===== config.mk =====
export PLATFORM = sky130hd
export DESIGN_NAME = tss_top
export DESIGN_NICKNAME = d
export VERILOG_FILES = /design/src/tss_pkg.sv /design/src/tss_cal_seq.sv /design/src/tss_top.sv
export SDC_FILE = /design/constraint.sdc
export NUM_CORES = 1
export LEC_CHECK = 0
export BUFFER_PORTS_ARGS = -buffer_cell sky130_fd_sc_hd__buf_2
export CAP_MARGIN = 0
export CORE_ASPECT_RATIO = 0.75
export CORE_MARGIN = 4
export CORE_UTILIZATION = 35
export DETAILED_ROUTE_END_ITERATION = 16
export PLACE_DENSITY_LB_ADDON = 0.05
export REMOVE_ABC_BUFFERS = 1
export SETUP_SLACK_MARGIN = 0.2
export SKIP_LAST_GASP = 1
export SLEW_MARGIN = 20
export SYNTH_ARGS = -nofsm -noshare
export SYNTH_HDL_FRONTEND = slang
export SYNTH_SLANG_ARGS = --single-unit

===== constraint.sdc =====
create_clock -name clk_i -period 5.6 [get_ports clk_i]
set_clock_uncertainty 0.05 [all_clocks]
set_input_delay 0.28 -clock clk_i [delete_from_list [all_inputs] [get_ports clk_i]]
set_output_delay 0.28 -clock clk_i [all_outputs]
set_load 0.01 [all_outputs]

===== src/tss_pkg.sv =====
package tss_pkg;

  // ----------------------------------------------------------------
  // Register indices (byte address is four times the index)
  // ----------------------------------------------------------------
  localparam logic [7:0] IDX_FREQ_FIRST = 8'h01;
  localparam logic [7:0] IDX_FREQ_LAST = 8'h08;
  localparam logic [7:0] IDX_CP_HI = 8'h0a;
  localparam logic [7:0] IDX_CP_LO = 8'h0b;
  localparam logic [7:0] IDX_FAST = 8'h0c;
  localparam logic [7:0] IDX_LO_DIVIDE_SELECT = 8'h12;
  localparam logic [7:0] IDX_TXLVL = 8'h13;
  localparam logic [7:0] IDX_CAL = 8'h17;
  localparam logic [7:0] IDX_POWER = 8'h2e;
  localparam logic [7:0] IDX_RSSI = 8'h3a;
  localparam logic [7:0] IDX_STATUS = 8'h3b;
  localparam logic [7:0] IDX_SOFT_RST = 8'h3c;

  // ----------------------------------------------------------------
  // Field positions
  // ----------------------------------------------------------------
  localparam int POS_FAST_LOCK = 0;
  localparam int POS_CP_HI = 0;
  localparam int POS_PWR_REF = 0;
  localparam int POS_PWR_RX = 1;
  localparam int POS_PWR_CLKBUF = 2;
  localparam int POS_PWR_SYNTH = 3;
  localparam int POS_CAL_ANA = 0;
  localparam int POS_CAL_DIG = 1;
  localparam int POS_CAL_ALT_ANA = 2;
  localparam int POS_CAL_ALT_DIG = 3;
  localparam int POS_CAL_BUSY = 4;
  localparam int POS_ST_FREQ_VALID = 0;
  localparam int POS_ST_FAULT = 1;
  localparam int POS_ST_CAL_BUSY = 2;
  localparam int POS_ST_HW_READY = 3;
  localparam int POS_SOFT_RST = 0;

  // ----------------------------------------------------------------
  // Reset values
  // ----------------------------------------------------------------
  localparam logic [7:0] RST_BYTE = 8'h00;
  localparam logic [63:0] RST_FREQ = 64'h0;
  localparam logic [3:0] RST_POWER = 4'h0;
  localparam logic [1:0] RST_FIELD2 = 2'h0;
  localparam logic [31:0] RST_WORD = 32'h0;

  // ----------------------------------------------------------------
  // Timing
  // ----------------------------------------------------------------
  localparam int CLK_PERIOD_NS = 10;
  localparam int CAL_WAIT_NS = 1500000;
  localparam int CAL_WAIT_CYC = CAL_WAIT_NS / CLK_PERIOD_NS;
  localparam int CNT_W = 24;

  // ----------------------------------------------------------------
  // Types
  // ----------------------------------------------------------------
  typedef enum logic [1:0] {
    TSS_CAL_IDLE = 2'b01,
    TSS_CAL_WAIT = 2'b10
  } tss_cal_st_t;

  typedef struct packed {
    tss_cal_st_t st;
    logic [CNT_W-1:0] cnt;
    logic ana_start;
    logic dig_start;
  } tss_cal_state_t;

  typedef struct packed {
    logic ref_on;
    logic rx_analog_on;
    logic clock_buffer_on;
    logic synth_on;
  } tss_power_t;

  typedef struct packed {
    logic [1:0] hw_sync;
    logic soft_reset_cmd;
    logic [7:0][7:0] freq_regs;
    logic [7:0] cp_hi;
    logic [7:0] cp_lo;
    logic fast_lock_enable;
    logic [1:0] lo_divide_select;
    logic [1:0] tx_output_level;
    logic [3:0] power;
    logic synth_prev;
    logic [63:0] freq_active;
    logic freq_valid;
    logic freq_load;
    logic freq_fast;
    logic synth_fault;
    logic ack;
    logic [31:0] dat;
  } tss_state_t;

endpackage


===== src/tss_cal_seq.sv =====
`timescale 1ns/1ps
`default_nettype none

module tss_cal_seq #(
  parameter logic [23:0] WAIT_CYC = 24'(tss_pkg::CAL_WAIT_CYC)
) (
  input wire logic clk_i,
  input wire logic rst_i,
  input wire logic ana_req_i,
  input wire logic dig_req_i,
  output logic ana_start_o,
  output logic dig_start_o,
  output logic busy_o
);

  tss_pkg::tss_cal_state_t s;
  tss_pkg::tss_cal_state_t next_s;

  always_comb begin
    next_s = s;
    next_s.ana_start = 1'b0;
    next_s.dig_start = 1'b0;
    case (s.st)
      tss_pkg::TSS_CAL_IDLE: begin
        // Both in one write: analog now, digital after the settle wait
        if (ana_req_i && dig_req_i) begin
          next_s.ana_start = 1'b1;
          next_s.cnt = '0;
          next_s.st = tss_pkg::TSS_CAL_WAIT;
        end else if (ana_req_i) begin
          next_s.ana_start = 1'b1;
        end else if (dig_req_i) begin
          next_s.dig_start = 1'b1;
        end
      end
      tss_pkg::TSS_CAL_WAIT: begin
        // New requests ignored until the automatic digital start
        if (s.cnt >= WAIT_CYC - 24'h1) begin
          next_s.dig_start = 1'b1;
          next_s.st = tss_pkg::TSS_CAL_IDLE;
        end else begin
          next_s.cnt = s.cnt + 24'h1;
        end
      end
      default: begin
        next_s.st = tss_pkg::TSS_CAL_IDLE;
      end
    endcase
  end

  always_ff @(posedge clk_i) begin
    if (rst_i) begin
      s.st <= tss_pkg::TSS_CAL_IDLE;
      s.cnt <= '0;
      s.ana_start <= 1'b0;
      s.dig_start <= 1'b0;
    end else begin
      s <= next_s;
    end
  end

  assign ana_start_o = s.ana_start;
  assign dig_start_o = s.dig_start;
  assign busy_o = (s.st == tss_pkg::TSS_CAL_WAIT);

endmodule

`default_nettype wire


===== src/tss_top.sv =====
// What this block and its host do
// Host holds reset low until reference settles.
// Register writes ignored while hardware reset low.
// Host enables reference power before receive power.
// Frequency applies only when register 0x08 written.
// Host powers synth, buffer, reference before programming.
// Host waits 500 us before frequency commit; the test recommits at once after synth power-up.
// Fast-lock bit selects fast lock-up on change.
// Host powers synth down together or in order.
// Host programs frequency after synth power enable.
// Oscillator off no earlier than synth disable.
// Synth power-down clears frequency, keeps stored registers.
// Host recommits frequency after synth power-up.
// Host avoids synth disable in forbidden states; the test makes one on purpose to raise the fault.
// Forbidden disable recovered by buffer off or reset.
// Calibration starts on writes to register 0x17.
// Host waits 1.5 ms between separate calibrations.
// Both bits together: analog, then digital automatically.
// Charge-pump current in 32 steps, 80-2560 uA.
// Signal strength readable as 8-bit code.
// Transmit level chosen by 2-bit field.
// Transmit divider ratio chosen by 2-bit field.
//
// The Wishbone slave port and the register addresses were left to the implementer.
`timescale 1ns/1ps
`default_nettype none

module tss_top #(
  parameter logic [23:0] CAL_WAIT_CYC = 24'(tss_pkg::CAL_WAIT_CYC)
) (
  input wire logic clk_i,
  input wire logic rst_i,
  input wire logic wb_cyc_i,
  input wire logic wb_stb_i,
  input wire logic wb_we_i,
  input wire logic [9:0] wb_adr_i,
  input wire logic [3:0] wb_sel_i,
  input wire logic [31:0] wb_dat_i,
  output logic [31:0] wb_dat_o,
  output logic wb_ack_o,
  input wire logic hw_reset_n_i,
  input wire logic [7:0] rssi_code_i,
  output tss_pkg::tss_power_t power_o,
  output logic [63:0] freq_word_o,
  output logic freq_load_o,
  output logic fast_lock_o,
  output logic synth_fault_o,
  output logic [4:0] cp_current_code_o,
  output logic [1:0] tx_output_level_o,
  output logic [1:0] lo_divide_select_o,
  output logic analog_offset_cal_start_o,
  output logic digital_offset_cal_start_o
);

  tss_pkg::tss_state_t s;
  tss_pkg::tss_state_t next_s;

  logic hw_ready;
  logic clear_all;
  logic wr_en;
  logic rd_take;
  logic [7:0] idx;
  logic [7:0] wbyte;
  logic cal_ana_req;
  logic cal_dig_req;
  logic cal_busy;
  logic cal_ana_start;
  logic cal_dig_start;
  logic [7:0] rd_byte;
  logic synth_fall;

  // ----------------------------------------------------------------
  // Bus decode
  // ----------------------------------------------------------------
  assign hw_ready = s.hw_sync[1];
  assign clear_all = rst_i || !hw_ready || s.soft_reset_cmd;
  assign idx = wb_adr_i[9:2];
  assign wbyte = wb_dat_i[7:0];
  // Write lands at the acknowledging edge only
  assign wr_en = wb_cyc_i && wb_stb_i && wb_we_i && s.ack
    && wb_sel_i[0] && hw_ready && !s.soft_reset_cmd;
  assign rd_take = wb_cyc_i && wb_stb_i && !s.ack;

  assign cal_ana_req = wr_en && (idx == tss_pkg::IDX_CAL)
    && (wbyte[tss_pkg::POS_CAL_ANA] || wbyte[tss_pkg::POS_CAL_ALT_ANA]);
  assign cal_dig_req = wr_en && (idx == tss_pkg::IDX_CAL)
    && (wbyte[tss_pkg::POS_CAL_DIG] || wbyte[tss_pkg::POS_CAL_ALT_DIG]);

  tss_cal_seq #(
    .WAIT_CYC(CAL_WAIT_CYC)
  ) u_cal (
    .clk_i(clk_i),
    .rst_i(clear_all),
    .ana_req_i(cal_ana_req),
    .dig_req_i(cal_dig_req),
    .ana_start_o(cal_ana_start),
    .dig_start_o(cal_dig_start),
    .busy_o(cal_busy)
  );

  // ----------------------------------------------------------------
  // Read mux
  // ----------------------------------------------------------------
  always_comb begin
    rd_byte = tss_pkg::RST_BYTE;
    if (idx >= tss_pkg::IDX_FREQ_FIRST && idx <= tss_pkg::IDX_FREQ_LAST) begin
      rd_byte = s.freq_regs[3'(idx - tss_pkg::IDX_FREQ_FIRST)];
    end else begin
      case (idx)
        tss_pkg::IDX_CP_HI: begin
          rd_byte = s.cp_hi;
        end
        tss_pkg::IDX_CP_LO: begin
          rd_byte = s.cp_lo;
        end
        tss_pkg::IDX_FAST: begin
          rd_byte[tss_pkg::POS_FAST_LOCK] = s.fast_lock_enable;
        end
        tss_pkg::IDX_LO_DIVIDE_SELECT: begin
          rd_byte[1:0] = s.lo_divide_select;
        end
        tss_pkg::IDX_TXLVL: begin
          rd_byte[1:0] = s.tx_output_level;
        end
        tss_pkg::IDX_CAL: begin
          // Start bits are one-shot and read back as zero
          rd_byte[tss_pkg::POS_CAL_BUSY] = cal_busy;
        end
        tss_pkg::IDX_POWER: begin
          rd_byte[3:0] = s.power;
        end
        tss_pkg::IDX_RSSI: begin
          rd_byte = rssi_code_i;
        end
        tss_pkg::IDX_STATUS: begin
          rd_byte[tss_pkg::POS_ST_FREQ_VALID] = s.freq_valid;
          rd_byte[tss_pkg::POS_ST_FAULT] = s.synth_fault;
          rd_byte[tss_pkg::POS_ST_CAL_BUSY] = cal_busy;
          rd_byte[tss_pkg::POS_ST_HW_READY] = hw_ready;
        end
        default: begin
          rd_byte = tss_pkg::RST_BYTE;
        end
      endcase
    end
  end

  // ----------------------------------------------------------------
  // Next state
  // ----------------------------------------------------------------
  always_comb begin
    next_s = s;
    // Reset pin crosses in through two flops
    next_s.hw_sync = {s.hw_sync[0], hw_reset_n_i};
    next_s.freq_load = 1'b0;
    next_s.ack = rd_take;
    next_s.dat = rd_take ? {24'h0, rd_byte} : s.dat;
    next_s.synth_prev = s.power[tss_pkg::POS_PWR_SYNTH];

    if (wr_en) begin
      if (idx >= tss_pkg::IDX_FREQ_FIRST
          && idx <= tss_pkg::IDX_FREQ_LAST) begin
        next_s.freq_regs[3'(idx - tss_pkg::IDX_FREQ_FIRST)] = wbyte;
      end
      case (idx)
        tss_pkg::IDX_CP_HI: begin
          next_s.cp_hi = wbyte;
        end
        tss_pkg::IDX_CP_LO: begin
          next_s.cp_lo = wbyte;
        end
        tss_pkg::IDX_FAST: begin
          next_s.fast_lock_enable = wbyte[tss_pkg::POS_FAST_LOCK];
        end
        tss_pkg::IDX_LO_DIVIDE_SELECT: begin
          next_s.lo_divide_select = wbyte[1:0];
        end
        tss_pkg::IDX_TXLVL: begin
          next_s.tx_output_level = wbyte[1:0];
        end
        tss_pkg::IDX_POWER: begin
          next_s.power = wbyte[3:0];
        end
        tss_pkg::IDX_SOFT_RST: begin
          next_s.soft_reset_cmd = wbyte[tss_pkg::POS_SOFT_RST];
        end
        default: begin
        end
      endcase
      // Commit uses the byte being written to the last register
      if (idx == tss_pkg::IDX_FREQ_LAST) begin
        next_s.freq_active = next_s.freq_regs;
        next_s.freq_valid = 1'b1;
        next_s.freq_load = 1'b1;
        next_s.freq_fast = s.fast_lock_enable;
      end
    end

    // Power-down drops the working frequency, stored bytes remain
    if (synth_fall) begin
      next_s.freq_active = tss_pkg::RST_FREQ;
      next_s.freq_valid = 1'b0;
      next_s.freq_load = 1'b0;
    end

    // Fault clears when the buffer goes off; a new fault still wins
    if (!s.power[tss_pkg::POS_PWR_CLKBUF]) begin
      next_s.synth_fault = 1'b0;
    end
    if (synth_fall && s.power[tss_pkg::POS_PWR_CLKBUF]
        && !s.freq_valid) begin
      next_s.synth_fault = 1'b1;
    end

    // Pin reset and soft reset return every register to default
    if (!hw_ready || s.soft_reset_cmd) begin
      next_s.soft_reset_cmd = 1'b0;
      next_s.freq_regs = tss_pkg::RST_FREQ;
      next_s.cp_hi = tss_pkg::RST_BYTE;
      next_s.cp_lo = tss_pkg::RST_BYTE;
      next_s.fast_lock_enable = 1'b0;
      next_s.lo_divide_select = tss_pkg::RST_FIELD2;
      next_s.tx_output_level = tss_pkg::RST_FIELD2;
      next_s.power = tss_pkg::RST_POWER;
      next_s.synth_prev = 1'b0;
      next_s.freq_active = tss_pkg::RST_FREQ;
      next_s.freq_valid = 1'b0;
      next_s.freq_load = 1'b0;
      next_s.freq_fast = 1'b0;
      next_s.synth_fault = 1'b0;
    end
  end

  assign synth_fall = s.synth_prev && !s.power[tss_pkg::POS_PWR_SYNTH];

  // ----------------------------------------------------------------
  // State register
  // ----------------------------------------------------------------
  always_ff @(posedge clk_i) begin
    if (rst_i) begin
      s.hw_sync <= 2'h0;
      s.soft_reset_cmd <= 1'b0;
      s.freq_regs <= tss_pkg::RST_FREQ;
      s.cp_hi <= tss_pkg::RST_BYTE;
      s.cp_lo <= tss_pkg::RST_BYTE;
      s.fast_lock_enable <= 1'b0;
      s.lo_divide_select <= tss_pkg::RST_FIELD2;
      s.tx_output_level <= tss_pkg::RST_FIELD2;
      s.power <= tss_pkg::RST_POWER;
      s.synth_prev <= 1'b0;
      s.freq_active <= tss_pkg::RST_FREQ;
      s.freq_valid <= 1'b0;
      s.freq_load <= 1'b0;
      s.freq_fast <= 1'b0;
      s.synth_fault <= 1'b0;
      s.ack <= 1'b0;
      s.dat <= tss_pkg::RST_WORD;
    end else begin
      s <= next_s;
    end
  end

  // ----------------------------------------------------------------
  // Outputs
  // ----------------------------------------------------------------
  assign wb_ack_o = s.ack;
  assign wb_dat_o = s.dat;
  assign power_o = {s.power[tss_pkg::POS_PWR_REF],
    s.power[tss_pkg::POS_PWR_RX],
    s.power[tss_pkg::POS_PWR_CLKBUF],
    s.power[tss_pkg::POS_PWR_SYNTH]};
  assign freq_word_o = s.freq_active;
  assign freq_load_o = s.freq_load;
  assign fast_lock_o = s.freq_fast;
  assign synth_fault_o = s.synth_fault;
  // Code n gives 80 uA times (n + 1)
  assign cp_current_code_o = {s.cp_hi[tss_pkg::POS_CP_HI],
    s.cp_lo[3:0]};
  assign tx_output_level_o = s.tx_output_level;
  assign lo_divide_select_o = s.lo_divide_select;
  assign analog_offset_cal_start_o = cal_ana_start;
  assign digital_offset_cal_start_o = cal_dig_start;

endmodule

`default_nettype wire


### After elaboration in Yosys (flattened, before gate mapping)

Index checks and enable logic that the tools add are counted.

| cells by class | value |
|---|---|
| add/subtract/negate cells | 2 |
| $lt $le $gt $ge | 5 |
| equal/unequal tests | 17 |
| multiplexer cells | 27 |
| bitwise gates (word level) | 2 |
| reduce and logical (&&, ||, !) cells | 41 |

Operators by type and width:

| cell | count |
|---|---|
| 64-bit bitwise mux | 1 |
| 64-bit two-way mux | 1 |
| 24-bit one-hot mux with 2 select lines | 1 |
| 8-bit by 4-bit equality test with 1-bit output (second input constant) | 4 |
| 8-bit by 6-bit equality test with 1-bit output (second input constant) | 4 |
| 26-bit two-way mux | 1 |
| 24-bit by 1-bit adder with 24-bit output (second input constant) | 1 |
| 8-bit binary-select mux with 3-bit select | 1 |
| 8-bit demux with 3-bit select | 1 |
| 8-bit by 5-bit equality test with 1-bit output (second input constant) | 3 |
| 24-bit by 18-bit >= comparator with 1-bit output (second input constant) | 1 |
| 24-bit two-way mux | 1 |
| 8-bit two-way mux | 3 |
| 2-bit AND reduction | 9 |
| 1-bit logical AND | 16 |
| 2-bit one-hot mux with 5 select lines | 1 |
| 3-bit one-hot mux with 3 select lines | 1 |
| 8-bit by 1-bit >= comparator with 1-bit output (second input constant) | 1 |
| 8-bit by 4-bit less-or-equal comparator with 1-bit output (second input constant) | 1 |
| 1-bit two-way mux | 8 |
| 1-bit one-hot mux with 8 select lines | 1 |
| 1-bit one-hot mux with 7 select lines | 1 |
| 2-bit by 1-bit != test with 1-bit output (second input constant) | 3 |
| 1-bit logical NOT | 5 |
| 17 further kinds | 24 |

| storage, ports and cells | value |
|---|---|
| flip-flop bits (word level) | 198 |
| bits of input ports | 60 |
| output and inout port bits | 115 |
| logic and storage cells | 122 |

### Logic depth before layout (Yosys ltp)

| depth | value |
|---|---|
| depth in word-level cells | 12 |
| depth in mapped cells | 11 |
| gate-level depth less buffers | 8 |

### Cells and area by module

From an unflattened synthesis, not the netlist that was laid out.

| unflattened totals | value |
|---|---|
| cell total of the unflattened synthesis | 1103 |
| area total of the unflattened synthesis | 10050.9 µm² |

By module, submodules not included:

| module | times used | cells each | area an instance (µm²) | seq. area each (µm²) |
|---|---|---|---|---|
| tss_top | 1 | 953 | 8700.8 | 3403.3 |
| tss_cal_seq | 1 | 150 | 1350.0 | 560.5 |

### Least setup slack after synthesis

No wires, ideal clock.

| path | value |
|---|---|
| path type | in2reg |
| start point | input wb_adr_i[2] |
| end point | register s (netlist bit wb_dat_o[0]) |
| setup time | 0.132 ns |
| arrival time | 2.550 ns |
| required time | 5.418 ns |
| path slack | 2.868 ns |
| stages on the path | 11 |
| cells stage by stage | clkbuf_1 > clkinv_1 > ha_1 > buf_1 > buf_2 > mux2i_1 > o2bb2ai_1 > o21ai_0 > o211ai_1 > nand3_1 > a21oi_1 |

| on the way | value |
|---|---|
| cells in the longest elaborated chain, start to end | 4 |

RTL lines:

| what | RTL line | source |
|---|---|---|
| start: declaration | tss_top.sv:36 | `input wire logic [9:0] wb_adr_i,` |
| 3-bit by 1-bit subtractor with 3-bit output | tss_top.sv:107 | `rd_byte = s.freq_regs[3'(idx - tss_pkg::IDX_FREQ_FIRST)];` |
| 8-bit binary-select mux with 3-bit select | tss_top.sv:107 |  |
| 8-bit two-way mux (not written as such) | tss_top.sv:107 |  |
| 8-bit two-way mux * | tss_top.sv:106 | `if (idx >= tss_pkg::IDX_FREQ_FIRST && idx <= tss_pkg::IDX_FREQ_LAST) begin` |
| end signal: assignment | tss_top.sv:259 | `s <= next_s;` |
| end: declaration | tss_top.sv:55 | `tss_pkg::tss_state_t s;` |

Every way passes the cells marked *; elsewhere a longest branch is shown, timed or not. The select of a mux whose other input is x is not followed.
A chain may end at the register's enable or synchronous reset.

### Worst setup path after layout

| path | value |
|---|---|
| start point | register s (netlist bit hw_ready) |
| end point | register u_cal.s[13] (netlist bit) |

| on the way | value |
|---|---|
| cells in the longest elaborated chain, start to end | 7 |

RTL lines:

| what | RTL line | source |
|---|---|---|
| 1-bit logical AND (2 in a row) | tss_top.sv:81 | `&& wb_sel_i[0] && hw_ready && !s.soft_reset_cmd;` |
| 1-bit logical AND | tss_top.sv:84, tss_top.sv:86 |  |
| 1-bit logical AND, on equally long branches | tss_top.sv:85, tss_top.sv:87 |  |
| 1-bit logical AND | tss_cal_seq.sv:26 | `if (ana_req_i && dig_req_i) begin` |
| 2-bit by 1-bit != test with 1-bit output (no line) | -- |  |
| 3-bit AND reduction (no line) | -- |  |
| end signal: assignment | tss_cal_seq.sv:58 | `s <= next_s;` |
| end: declaration | tss_cal_seq.sv:16 | `tss_pkg::tss_cal_state_t s;` |

Parallel ways exist; a longest one is shown, timed or not.

==> impl_metrics.env <==
export IMPL_yosysTopAreaCell="dfxtp_1"
export IMPL_drc=0
export IMPL_min_path_cells=2
export IMPL_met1Wirelength_um=16010
export IMPL_regToRegStartpoint="hw_ready$_SDFF_PP0_"
export IMPL_critPathTopFamily="simple AND/OR/NAND/NOR gates"
export IMPL_whs_ps=139.9
export IMPL_drtIter0Drc=414
export IMPL_port_buffers=121
export IMPL_ys_ff_latch=198
export IMPL_crit_buf_inv=0
export IMPL_yosys_top_cells_area="dfxtp_1 (39%), mux2i_1 (14%), buf_4 (8.1%)"
export IMPL_synthTopCellsByCount="dfxtp_1 (198), mux2i_1 (141), nor2_1 (139), buf_4 (109), nand2_1 (71)"
export IMPL_slowest_delay_ps=830
export IMPL_die_h_um=154.7
export IMPL_max_freq_mhz=325.7
export IMPL_met3_length_um=1180
export IMPL_wl_met2_um=12430
export IMPL_tightestPinTransition_ps=1055
export IMPL_fin_crit_sh=0.5482
export IMPL_rsz0062_at_grt="no"
export IMPL_postRouteAntennaNets=0
export IMPL_synth_seq_area_share=0.3946
export IMPL_arrival_ps=3390
export IMPL_cp_start_kind="flip-flop"
export IMPL_grt_pass1_wl_um=45960
export IMPL_setup_viol=0
export IMPL_globalplace_congestion=0.8143
export IMPL_crit_required_ps=5920
export IMPL_grt_pass1_vias=7389
export IMPL_highest_signal_layer="met4"
export IMPL_fill_cells=2972
export IMPL_totalWireLength_um=29950
export IMPL_clock_sinks=198
export IMPL_dpl_instance_area_sq_mm=0.01018
export IMPL_clkTransAtPathRegs_ps=80
export IMPL_grt_max_degree=65
export IMPL_power_density_mw_per_mm2=258.5
export IMPL_clock_path_buffers=2
export IMPL_via_count=7821
export IMPL_grtUsageTotal=0.1871
export IMPL_multiInputGateArea_sq_mm=0.004989
export IMPL_boundaryPins=175
export IMPL_dieArea_sq_mm=0.03150
export IMPL_cp_end_kind="flip-flop"
export IMPL_critPathKind="flip-flop to flip-flop"
export IMPL_slew_violations=0
export IMPL_regArea_sq_mm=0.003964
export IMPL_antenna_found_initial=0
export IMPL_cts_tree="built"
export IMPL_core_sq_mm=0.02812
export IMPL_finalHoldViolCount=0
export IMPL_layout_drive_gt1_share=0.1863
export IMPL_synthesis_area_sq_mm=0.01005
export IMPL_initial_core_util=0.3573
export IMPL_stdcell_area_sq_mm=0.01075
export IMPL_maxCapViolations=0
export IMPL_synthArstFlopShare=0
export IMPL_cts_root_buf="clkbuf_16"
export IMPL_drt_pass1_iterations=5
export IMPL_worstPathMaxFanout=44
export IMPL_dpl_hpwl_um=20850
export IMPL_num_antenna_cells=0
export IMPL_vias_per_cell=5.173
export IMPL_worstHoldPathType="primary input to flip-flop"
export IMPL_grt_ovfl_total=0
export IMPL_synth_cell_type_count=79
export IMPL_status="finished clean"
export IMPL_holdPathEnd="wb_dat_o[5]$_SDFFE_PP0P_"
export IMPL_r2r_cells=6
export IMPL_synth_edff_count=0
export IMPL_crit_chain="or3b_4, nor2_1, a22oi_2, nor3_4, a21oi_1, a31oi_1"
export IMPL_max_vdd_ir_drop_mv=0.1659
export IMPL_max_slew_margin_rel=0.2915
export IMPL_synth_top_area_frac=0.3946
export IMPL_area_growth_pct=7.037
export IMPL_finalNetCount=1182
export IMPL_numCtsBuffers=17
export IMPL_htreeDepth=4
export IMPL_wire_per_inst_um=19.81
export IMPL_rows=53
export IMPL_die_width_um=203.6
export IMPL_synth_ff_type="dfxtp_1"
export IMPL_r2r_slack_ps=2530
export IMPL_holdCritStartpoint="rst_i"
export IMPL_clk_insertion_delay_late_ps=440
export IMPL_synth_cells=1126
export IMPL_reg2reg_to="u_cal.s[13]$_SDFFE_PP0P_"
export IMPL_synth_most_common_cell="dfxtp_1"
export IMPL_setup_tns_ps=0
export IMPL_cp_slowest_cell="nor2_1"
export IMPL_yosys_warnings=0
export IMPL_p_total_mw=2.779
export IMPL_fin_crit_ps=3070
export IMPL_synth_area_per_cell_sq_um=8.922
export IMPL_leakage_nw=4.847
## logic make-up after synthesis
group,count (synthesis),synth area share
fa+ha+maj,8,0.009964
buf+inv,200,0.1183
simple gates,341,0.1660
compound gates,225,0.1498
other cells,1,0.0003733
mux,151,0.1584
xor+xnor,2,0.002492
flops,198,0.3946
## power breakdown
| group | internal, mW | total [mW] | switching [mW] |
|---|---|---|---|
| Sequential | 1.41 | 1.41 | 0.00195 |
| Combinational | 0.0395 | 0.147 | 0.108 |
| Clock | 0.632 | 1.22 | 0.589 |
| Total | 2.08 | 2.78 | 0.699 |
## state kept, by name (all words and copies together), names as in the netlist, 2 cells and up
signal              count
tx_output_level_o       2
power_o                 4
wb_dat_o                8
lo_divide_select_o      2
freq_word_o            64
s                      79
cp_current_code_o       5
u_cal.s                26
## how the worst max path moves through the flow
stage	startpoint	end	slack [ps]	cells past startpoint
floorplan	wb_ack_o$_SDFF_PP0_	fast_lock_o$_SDFFE_PP0P_	2220	5
global placement	wb_adr_i[2]	s[187]$_SDFFE_PP0P_	2120	10
detailed placement	wb_adr_i[2]	s[187]$_SDFFE_PP0P_	2110	10
CTS	hw_ready$_SDFF_PP0_	u_cal.s[13]$_SDFFE_PP0P_	2470	6
global route	hw_ready$_SDFF_PP0_	u_cal.s[13]$_SDFFE_PP0P_	2270	6
finish	hw_ready$_SDFF_PP0_	u_cal.s[13]$_SDFFE_PP0P_	2530	6
## layer usage
| layer | vias up | GRT usage |
|---|---|---|
| met5 | - | 0 |
| met4 | 0 | 0.04173 |
| met3 | 18 | 0.03437 |
| li1 | 3858 | - |
| met1 | 3771 | 0.2973 |
| met2 | 174 | 0.2588 |
## metrics by stage
| stage | utilization | cells | setup WS (ps) |
|---|---|---|---|
| 3_5_place_dp | 0.3620 | 1479 | 2105 |
| 2_1_floorplan | - | 960 | 2222 |
| 5_1_grt | 0.3824 | 1512 | 2271 |
| 4_1_cts | 0.3824 | 1512 | 2468 |
| 3_3_place_gp | 0.3620 | 1479 | 2122 |
| 6_report | 0.3824 | 1512 | 2530 |
## what timing repair did
item	in CTS	in global routing
hold buffers	1	0
gates resized for setup	0	0
endpoints found under the setup margin	0	0
buffers inserted	0	0
hold endpoints to repair	1	0
## layout make-up
class	instances	share of cell area
multi-input combinational	751	0.4639
sequential	198	0.3686
timing repair buffer	135	0.06633
tap	385	0.04480
clock buffer	19	0.04119
clock inverter	13	0.01129
inverter	11	0.003840
## layout by cell type (no fill, tap or decap), types with 4 or more instances in the layout
cell	synthesis	layout
clkbuf_16	0	17
dfxtp_1	198	198
a221o_1	7	7
o211ai_1	7	7
a31oi_1	10	10
nor4_1	5	5
a22oi_1	5	5
nor2_1	139	139
nand3_2	7	7
nand2_2	7	7
inv_6	0	4
a22o_1	12	12
a211oi_1	36	36
a32oi_1	4	4
ha_1	8	8
mux2i_1	141	141
nand2_1	71	71
a21oi_1	66	65
mux4_2	6	6
nor3_1	8	8
o21ai_0	41	41
nand4_1	10	10
and2_1	11	11
buf_2	17	121
mux2_2	4	4
inv_1	10	10
and3_1	16	14
buf_4	109	13
nor2b_1	5	5
nand3_1	33	33
conb_1	1	24
Note: power is estimated with default switching activity, not from simulation.
